[src/common/eew_pkg.sv]
package eew_pkg;

  // Device type nibbles of the address byte.
  localparam logic [3:0] DEV_TYPE_MAIN  = 4'ha;
  localparam logic [3:0] DEV_TYPE_ID    = 4'hb;

  // Field positions inside the address byte.
  localparam int         TYPE_MSB       = 7;
  localparam int         TYPE_LSB       = 4;
  localparam int         STRAP_POS      = 3;
  localparam int         WA17_POS       = 2;
  localparam int         WA16_POS       = 1;
  localparam int         DIR_POS        = 0;

  // Word address layout and the identity page control bits.
  localparam int         ADDR_W         = 18;
  localparam int         LOCK_SEL_POS   = 10;
  localparam int         LOCK_DATA_POS  = 1;
  localparam logic [3:0] BITS_PER_BYTE  = 4'h8;

  // Byte slots within one command.
  localparam logic [1:0] SLOT_DEV       = 2'h0;
  localparam logic [1:0] SLOT_ADDR_HI   = 2'h1;
  localparam logic [1:0] SLOT_ADDR_LO   = 2'h2;
  localparam logic [1:0] SLOT_DATA      = 2'h3;

  // Program time and the clock it is counted in.
  localparam int         PROG_TIME_NS   = 8000000;
  localparam int         CLK_PERIOD_NS  = 100;
  localparam int         PROG_CNT_W     = 20;

  // One received data byte on its way to the page latch.
  typedef struct packed {
    logic                 id_page;
    logic [ADDR_W-1:0]    addr;
    logic [7:0]           data;
  } eew_word_t;

  // Protocol states, one-hot.
  typedef enum logic [3:0] {
    ST_IDLE = 4'b0001,
    ST_RECV = 4'b0010,
    ST_ACK  = 4'b0100,
    ST_PROG = 4'b1000
  } eew_state_t;

endpackage : eew_pkg

[src/core/eew_write_path.sv]
// Operation
// - Data changes only while clock low; changes with clock high are start or stop.
// - Falling data with clock high is a start; every command begins with one.
// - Rising data with clock high is a stop; it returns the device to standby.
// - Transfers are eight bits; device pulls data low on the ninth clock as acknowledge.
// - Standby after power-up and after a stop once internal work finishes.
// - Address byte: type 1010, strap bit, address bits 17 and 16, direction.
// - Strap bit must match the strap input; a floating strap reads as zero.
// - Lowest address-byte bit chooses read when one, write when zero.
// - Acknowledge a matching address; otherwise stay silent and go idle.
// - Two more address bytes, high then low, complete the 18-bit word address.
// - Write-protect high blocks all writes into the main array.
// - Byte write: acknowledge data, master stops, stop launches the program cycle.
// - During the program cycle, up to 8 ms, all inputs are ignored.
// - Page write: up to 256 data bytes, each acknowledged, ended by stop; the code does not acknowledge a byte that meets a full two-entry buffer.
// - Only the low eight address bits advance and wrap inside the page.
// - Identity page write uses type 1011, address bit 10 zero, low byte offset.
// - A locked identity page does not acknowledge identity page data bytes.
// - Lock command: type 1011, address bit 10 set, data bit 1 set.
// - Polling with the address byte gets acknowledge only after programming ends.
// - Sample on rising clock, change on falling clock, drive data only low.
module eew_write_path #(
  parameter int PROG_CYCLES = eew_pkg::PROG_TIME_NS / eew_pkg::CLK_PERIOD_NS
) (
  input  logic              MCLK,
  input  logic              SYS_RST,
  input  logic              SCL,
  input  logic              SDA_I,
  output logic              SDA_O,
  output logic              SDA_OE,
  input  logic              CHIP_SELECT_STRAP,
  input  logic              WP,
  output logic              WR_VALID,
  output eew_pkg::eew_word_t WR_WORD,
  input  logic              WR_READY,
  output logic              BUSY,
  output logic              STANDBY,
  output logic              ID_LOCKED
);
  import eew_pkg::*;

  ////////////////////////////////////////////////////////////////////////////
  // Input synchronisers.
  logic [1:0] scl_sync_r, sda_sync_r, strap_sync_r, wp_sync_r;
  logic       scl_d_r, sda_d_r;
  // Two flops per pin; only the second stage and its delayed copy feed logic.
  always_ff @(posedge MCLK)
  begin
    if (SYS_RST)
    begin
      scl_sync_r   <= 2'h3;
      sda_sync_r   <= 2'h3;
      strap_sync_r <= 2'h0;
      wp_sync_r    <= 2'h0;
      scl_d_r      <= 1'b1;
      sda_d_r      <= 1'b1;
    end
    else
    begin
      scl_sync_r   <= {scl_sync_r[0], SCL};
      sda_sync_r   <= {sda_sync_r[0], SDA_I};
      strap_sync_r <= {strap_sync_r[0], CHIP_SELECT_STRAP};
      wp_sync_r    <= {wp_sync_r[0], WP};
      scl_d_r      <= scl_sync_r[1];
      sda_d_r      <= sda_sync_r[1];
    end
  end
  logic scl_s, sda_s, scl_rise, scl_fall, start_det, stop_det;
  // Data edges while the clock stays high mark frame boundaries.
  assign scl_s     = scl_sync_r[1];
  assign sda_s     = sda_sync_r[1];
  assign scl_rise  = scl_s & ~scl_d_r;
  assign scl_fall  = ~scl_s & scl_d_r;
  assign start_det = scl_s & scl_d_r & sda_d_r & ~sda_s;
  assign stop_det  = scl_s & scl_d_r & ~sda_d_r & sda_s;

  ////////////////////////////////////////////////////////////////////////////
  // Byte decoding.
  eew_state_t        state_r;
  logic [3:0]        bitcnt_r;
  logic [1:0]        slot_r;
  logic [7:0]        shreg_r;
  logic [ADDR_W-1:0] addr_r;
  logic              sel_id_r, dir_rd_r, wrote_r, lock_pend_r, id_locked_r, sda_oe_r;
  logic              in_ready, push, byte_done, is_lock_cmd, data_ack;
  // True when a device address byte selects this part.
  function automatic logic dev_match(input logic [7:0] b, input logic strap);
    dev_match = (b[TYPE_MSB:TYPE_LSB] == DEV_TYPE_MAIN ||
                 b[TYPE_MSB:TYPE_LSB] == DEV_TYPE_ID) &&
                (b[STRAP_POS] == strap);
  endfunction : dev_match

  assign byte_done   = (state_r == ST_RECV) && scl_fall && (bitcnt_r == BITS_PER_BYTE);
  assign is_lock_cmd = sel_id_r & addr_r[LOCK_SEL_POS];
  // A data byte is refused when it cannot be kept; a protected main-array
  // byte is still acknowledged but dropped, so the master sees a normal write.
  always_comb
  begin
    data_ack = 1'b1;
    push     = 1'b0;
    if (byte_done && slot_r == SLOT_DATA && !dir_rd_r)
    begin
      if (is_lock_cmd)
        data_ack = 1'b1;
      else if (sel_id_r && id_locked_r)
        data_ack = 1'b0;
      else if (!sel_id_r && wp_sync_r[1])
        data_ack = 1'b1;
      else if (!in_ready)
        data_ack = 1'b0;
      else
        push = 1'b1;
    end
  end

  ////////////////////////////////////////////////////////////////////////////
  // Protocol state machine.
  logic [PROG_CNT_W-1:0] prog_cnt_r;
  logic                  prog_done;
  assign prog_done = (prog_cnt_r == PROG_CNT_W'(PROG_CYCLES - 1));
  // While programming nothing on the bus is seen, so a poll gets no ack.
  always_ff @(posedge MCLK)
  begin
    if (SYS_RST)
      state_r <= ST_IDLE;
    else
      case (state_r)
        ST_PROG:
          if (prog_done)
            state_r <= ST_IDLE;
        ST_IDLE, ST_RECV, ST_ACK:
          if (stop_det && wrote_r)
            state_r <= ST_PROG;
          else if (stop_det)
            state_r <= ST_IDLE;
          else if (start_det)
            state_r <= ST_RECV;
          else if (byte_done)
          begin
            if (slot_r == SLOT_DEV && !dev_match(shreg_r, strap_sync_r[1]))
              state_r <= ST_IDLE;
            else if (slot_r == SLOT_DATA && !data_ack)
              state_r <= ST_IDLE;
            else
              state_r <= ST_ACK;
          end
          else if (state_r == ST_ACK && scl_fall)
            state_r <= dir_rd_r ? ST_IDLE : ST_RECV;
        default:
          state_r <= ST_IDLE;
      endcase
  end
  // Bits are taken on the rising clock edge, MSB first.
  always_ff @(posedge MCLK)
  begin
    if (SYS_RST)
    begin
      shreg_r  <= 8'h00;
      bitcnt_r <= 4'h0;
    end
    else if (start_det || (state_r == ST_ACK && scl_fall))
      bitcnt_r <= 4'h0;
    else if (state_r == ST_RECV && scl_rise && bitcnt_r != BITS_PER_BYTE)
    begin
      shreg_r  <= {shreg_r[6:0], sda_s};
      bitcnt_r <= bitcnt_r + 4'h1;
    end
  end
  // Slot tracking and the word address.
  always_ff @(posedge MCLK)
  begin
    if (SYS_RST)
    begin
      slot_r   <= SLOT_DEV;
      addr_r   <= '0;
      sel_id_r <= 1'b0;
      dir_rd_r <= 1'b0;
    end
    else if (state_r != ST_PROG && start_det)
      slot_r <= SLOT_DEV;
    else if (byte_done)
    begin
      case (slot_r)
        SLOT_DEV:
        begin
          sel_id_r   <= (shreg_r[TYPE_MSB:TYPE_LSB] == DEV_TYPE_ID);
          dir_rd_r   <= shreg_r[DIR_POS];
          addr_r[17] <= shreg_r[WA17_POS];
          addr_r[16] <= shreg_r[WA16_POS];
          slot_r     <= SLOT_ADDR_HI;
        end
        SLOT_ADDR_HI:
        begin
          addr_r[15:8] <= shreg_r;
          slot_r       <= SLOT_ADDR_LO;
        end
        SLOT_ADDR_LO:
        begin
          addr_r[7:0] <= shreg_r;
          slot_r      <= SLOT_DATA;
        end
        default:
          if (push)
            addr_r[7:0] <= addr_r[7:0] + 8'h01;
      endcase
    end
  end
  // Write bookkeeping; the lock becomes real only when its cycle completes.
  always_ff @(posedge MCLK)
  begin
    if (SYS_RST)
    begin
      wrote_r     <= 1'b0;
      lock_pend_r <= 1'b0;
      id_locked_r <= 1'b0;
    end
    else if (state_r == ST_PROG)
    begin
      wrote_r <= 1'b0;
      if (prog_done && lock_pend_r)
      begin
        id_locked_r <= 1'b1;
        lock_pend_r <= 1'b0;
      end
    end
    else if (start_det)
    begin
      wrote_r     <= 1'b0;
      lock_pend_r <= 1'b0;
    end
    else if (byte_done && slot_r == SLOT_DATA && !dir_rd_r)
    begin
      if (is_lock_cmd && shreg_r[LOCK_DATA_POS] && !id_locked_r)
      begin
        lock_pend_r <= 1'b1;
        wrote_r     <= 1'b1;
      end
      else if (push)
        wrote_r <= 1'b1;
    end
  end
  // Program timer, counted only in the program state.
  always_ff @(posedge MCLK)
  begin
    if (SYS_RST || state_r != ST_PROG)
      prog_cnt_r <= '0;
    else if (!prog_done)
      prog_cnt_r <= prog_cnt_r + PROG_CNT_W'(1);
  end
  // Acknowledge drive: low from the falling edge that ends bit eight to the
  // falling edge that ends the ninth clock. The pin is never driven high.
  always_ff @(posedge MCLK)
  begin
    if (SYS_RST)
      sda_oe_r <= 1'b0;
    else if (byte_done && state_r != ST_PROG)
      sda_oe_r <= (slot_r == SLOT_DEV) ? dev_match(shreg_r, strap_sync_r[1])
                                       : (slot_r != SLOT_DATA || data_ack);
    else if (scl_fall || start_det || stop_det)
      sda_oe_r <= 1'b0;
  end

  ////////////////////////////////////////////////////////////////////////////
  // Two-entry buffer to the page latch; a full buffer refuses the byte.
  eew_word_t head_r, spare_r, in_word;
  logic      head_v_r, spare_v_r, pop;
  assign in_ready = ~spare_v_r;
  assign pop      = head_v_r & WR_READY;
  assign in_word  = '{id_page: sel_id_r,
                      addr:    sel_id_r ? {{(ADDR_W-8){1'b0}}, addr_r[7:0]} : addr_r,
                      data:    shreg_r};
  // The head is always the older word, so order is kept through a stall.
  always_ff @(posedge MCLK)
  begin
    if (SYS_RST)
    begin
      head_v_r  <= 1'b0;
      spare_v_r <= 1'b0;
      head_r    <= '0;
      spare_r   <= '0;
    end
    else if (pop && spare_v_r)
    begin
      head_r    <= spare_r;
      spare_v_r <= 1'b0;
    end
    else if (pop)
    begin
      head_v_r <= push;
      head_r   <= in_word;
    end
    else if (push && !head_v_r)
    begin
      head_v_r <= 1'b1;
      head_r   <= in_word;
    end
    else if (push)
    begin
      spare_v_r <= 1'b1;
      spare_r   <= in_word;
    end
  end

  ////////////////////////////////////////////////////////////////////////////
  // Registered outputs.
  logic sda_o_r, busy_r, standby_r;
  // Status follows the state one cycle late, so no output is combinational.
  always_ff @(posedge MCLK)
  begin
    if (SYS_RST)
    begin
      sda_o_r   <= 1'b0;
      busy_r    <= 1'b0;
      standby_r <= 1'b1;
    end
    else
    begin
      sda_o_r   <= 1'b0;
      busy_r    <= (state_r == ST_PROG);
      standby_r <= (state_r == ST_IDLE);
    end
  end
  // Every output is a flop or a plain copy of one.
  assign SDA_O     = sda_o_r;
  assign SDA_OE    = sda_oe_r;
  assign WR_VALID  = head_v_r;
  assign WR_WORD   = head_r;
  assign BUSY      = busy_r;
  assign STANDBY   = standby_r;
  assign ID_LOCKED = id_locked_r;
endmodule : eew_write_path

[config.mk]
export PLATFORM = sky130hd
export DESIGN_NAME = eew_write_path
export DESIGN_NICKNAME = d
export VERILOG_FILES = /design/src/common/eew_pkg.sv /design/src/core/eew_write_path.sv
export SDC_FILE = /design/constraint.sdc
export NUM_CORES = 1
export LEC_CHECK = 0
export ABC_AREA = 1
export BUFFER_PORTS_ARGS = -buffer_cell sky130_fd_sc_hd__buf_2
export CORE_MARGIN = 2
export CORE_UTILIZATION = 50
export DETAILED_ROUTE_END_ITERATION = 6
export PLACE_DENSITY = 0.78
export SLEW_MARGIN = 10
export SYNTH_ARGS = -nofsm -noshare
export SYNTH_HDL_FRONTEND = slang
export SYNTH_SLANG_ARGS = --single-unit
[constraint.sdc]
create_clock -name MCLK -period 2.18 [get_ports MCLK]
set_input_delay 0.109 -clock MCLK [delete_from_list [all_inputs] [get_ports MCLK]]
set_output_delay 0.109 -clock MCLK [all_outputs]
set_load 0.005 [all_outputs]
==> results.txt <==
sw power -> 1.27 mW
RR Startpoint -> bitcnt_r[0]$_SDFFE_PP0P_
Finished Layout Cells -> 1111
GP Congestion -> 0.843
Critical Path End -> spare_r[5]$_SDFFE_PP0P_
final wirelength -> 14.5 mm
gr usage total -> 22.6%
Mapped Area -> 6220 µm²
cell family with most CP delay -> simple AND/OR/NAND/NOR gates
most common cell in the netlist -> nand2_1
post-synthesis cell type count -> 35
max cap viols -> 0
1st-pass router iterations -> 5
core area -> 12100 µm²
setup TNS -> 0 ps
Max Clock Skew -> 6.02 ps
Clk network pwr share -> 49.9%
Rows -> 40
total number of yosys warnings -> 0
Final Hold Fails -> 0
Finished Cell Area -> 7150 µm²
Mapped Nets -> 915
Syn Inst Count -> 899
Worst Reg-to-Reg Cells -> 11
Int Pwr -> 4.24 mW
placed insts -> 1075
initial antenna violation count -> 0
reg2reg setup slack -> 170 ps
DR DRC count -> 0
maximum root-to-sink buffer count -> 2
number of synthesized flops with an enable pin -> 0
Tcrit/Tclk final -> 92.1%
area grow syn2layout -> 14.8%
dominant cell type by area after synthesis -> dfxtp_1
Setup crit start kind -> register
worst vdd ir -> 0.560 mV
drt wl/cell -> 13.1 µm
average size of a mapped cell -> 6.92 µm²
Final #Nets -> 947
Die Ht -> 116 µm
Skew-Pair Late Insertion Delay -> 420 ps
clk slew on worst S/H paths -> 50 ps
I/O pins -> 40
HP Class -> primary input to register
CP Buf/Inv Count -> 2
share of cells above drive strength 1 -> 10.7%
Flop pwr share -> 44.4%
top cells by area, synth -> dfxtp_1 (42%), nand2_1 (11%), a21oi_1 (8.2%)
CP Data Required Time -> 2480 ps
clock sinks -> 130
ys async rst share -> 0%
critical path arrival -> 2310 ps
status -> finished, final reports clean
Initial Utilization -> 51.6%
vias in the first global route -> 5143
cts bufs inserted -> 17
fin crit period -> 2010 ps
Crit Path Max Fanout -> 14
Post-CTS Setup Inserts -> 0
Crit Path Category -> register to register
ant diodes -> 0
Lkg Pwr -> 3.17 nW
post-synthesis sequential area ratio -> 41.8%
sw frac -> 23.0%
PortBufs -> 38
Comb power frac -> 5.7%
routed vias -> 5807
fmax -> 498 MHz
slowest CP cell -> nand3_2
first-pass GRT wire length -> 24.0 mm
Detail Route Antenna Nets -> 0
Slew Viols, Final -> 0
Slew headroom -> 59.0%
crit-path cells -> inv_1, ha_1, nand2_1, nor2_2, nand2_1, nor2_4, nand3_2, inv_2, nand3_2, nand2_1, a21oi_1
H-tree levels -> 4
synthesized flop and latch total -> 130
Worst Hold Depth -> 2
Die ar. -> 13400 µm²
most frequent cell on the critical path -> nand2_1
Worst Setup SP -> bitcnt_r[0]$_SDFFE_PP0P_
RSZ-0062 raised after global routing -> true
hpwl dp -> 9.39 mm
TritonCTS clock tree -> built
area post-placement -> 6520 µm²
final setup fails -> 0
biggest cell delay along the critical path -> 340 ps
Slew @ Worst Pin -> 614 ps
Detailed Route Iter0 Violations -> 490
Post-synth top cells -> nand2_1 (178), dfxtp_1 (130), inv_1 (129), a21oi_1 (102), nor2_1 (91)
CTS root buf -> clkbuf_16
area share of the largest cell type after synthesis -> 41.8%
largest net degree at the start of global routing -> 55
PD cells -> 771 nW/µm²
Worst path depth -> 11
total gr overflow -> 0
overall die width -> 116 µm
ys flop type -> dfxtp_1
Setup crit end kind -> register
r2r endpoint -> spare_r[5]$_SDFFE_PP0P_
vias per inst -> 5.23
-- layer usage --
metal | routed length [µm] | global-route usage [%] | up-vias
met5 | 0 | 0 | -
met4 | 320 | 9.32 | 0
met3 | 722 | 5.23 | 37
met2 | 6790 | 35.9 | 164
met1 | 6670 | 29.6 | 2639
li1 | - | - | 2967
-- per-stage QoR --
step	worst slack (ps)	hold slack, ps	utilization [%]	total power, mW
detailed placement	213	298	54.1	2.80
CTS	162	9.14	59.1	5.53
finish	172	33.1	59.3	5.51
floorplan	472	213	-	2.73
global route	-11.4	24.0	59.3	5.70
global placement	300	297	54.1	2.80
-- sequential cells by signal (all words and copies together) (netlist names), 4 cells and up --
signal,count
bitcnt_r,4
WR_WORD,27
state_r,4
addr_r,18
prog_cnt_r,20
spare_r,27
shreg_r,8
-- cell families (layout without fill, tap and decap cells) --
family | Yosys count | in the layout | share of synthesized area (%)
XOR/XNOR | 7 | 7 | 0.985
AO/OA/AOI/OAI | 182 | 182 | 14.9
buffers and inverters | 176 | 219 | 11.4
other | 1 | 1 | 0.0602
flip-flops | 130 | 130 | 41.8
AND/OR/NAND/NOR | 394 | 395 | 29.0
adder cells (fa/ha/maj) | 9 | 9 | 1.81
-- worst reg2reg max path: stages (launching register included) --
cell     delay [ps]
dfxtp_1         330
inv_1            90
ha_1            140
nand2_1          60
nor2_2          150
nand2_1         110
nor2_4          130
nand3_2         130
inv_2           160
nand3_2         340
nand2_1         170
a21oi_1          80
-- how the worst min path moves through the flow --
| stage | slack, ps | end | startpoint |
|---|---|---|---|
| 2_1_floorplan | 210 | scl_sync_r[0]$_SDFF_PP1_ | SCL |
| 3_3_place_gp | 300 | sda_sync_r[0]$_SDFF_PP1_ | SDA_I |
| 3_5_place_dp | 300 | sda_sync_r[0]$_SDFF_PP1_ | SDA_I |
| 4_1_cts | 9 | BUSY$_SDFF_PP0_ | SYS_RST |
| 5_1_grt | 20 | BUSY$_SDFF_PP0_ | SYS_RST |
| 6_report | 30 | BUSY$_SDFF_PP0_ | SYS_RST |
-- final cells by class --
cell class | instances | area [µm²]
Clock buffer | 20 | 457
Clock inverter | 11 | 113
Fill cell | 1115 | 4910
Inverter | 133 | 499
Multi-Input combinational cell | 594 | 2920
Sequential cell | 130 | 2600
Tap cell | 168 | 210
Timing Repair Buffer | 55 | 344
-- layout by cell type, fill, tap and decap left out, types with 2 or more instances in the layout --
master,netlist,layout
clkbuf_16,0,17
nand2_1,178,177
nor2_1,91,91
a21oi_1,102,102
xnor2_1,2,2
clkinvlp_4,0,3
nand2_2,1,2
inv_1,129,129
o21ai_0,70,70
or2_2,7,7
nor2_4,2,2
buf_2,8,38
o21ai_1,2,2
clkbuf_8,0,2
clkinv_2,0,6
buf_4,1,11
inv_2,2,2
nor3_1,6,6
nand3_2,1,2
nand3b_1,30,30
dfxtp_1,130,130
a31oi_1,3,3
ha_1,9,9
bufinv_16,0,2
nand4_1,38,38
nor2_2,3,3
xor2_1,5,5
o21bai_1,2,2
clkinv_1,2,2
nand3_1,34,34
dlygate4sd3_1,0,4
-- repair_timing --
action | in CTS | in global routing
setup endpoints to repair | 0 | 25
endpoints found under the hold margin | 4 | 0
hold buffers | 4 | 0
gates resized for setup | 0 | 2
-- power groups by stage --
stage | Combinational [mW] | Clock [mW] | Sequential (mW)
floorplan | 0.237 | 0 | 2.49
global placement | 0.302 | 0 | 2.50
detailed placement | 0.306 | 0 | 2.50
CTS | 0.314 | 2.77 | 2.45
global route | 0.372 | 2.88 | 2.45
finish | 0.316 | 2.75 | 2.45
No activity file was read; power rests on OpenSTA's default activity.
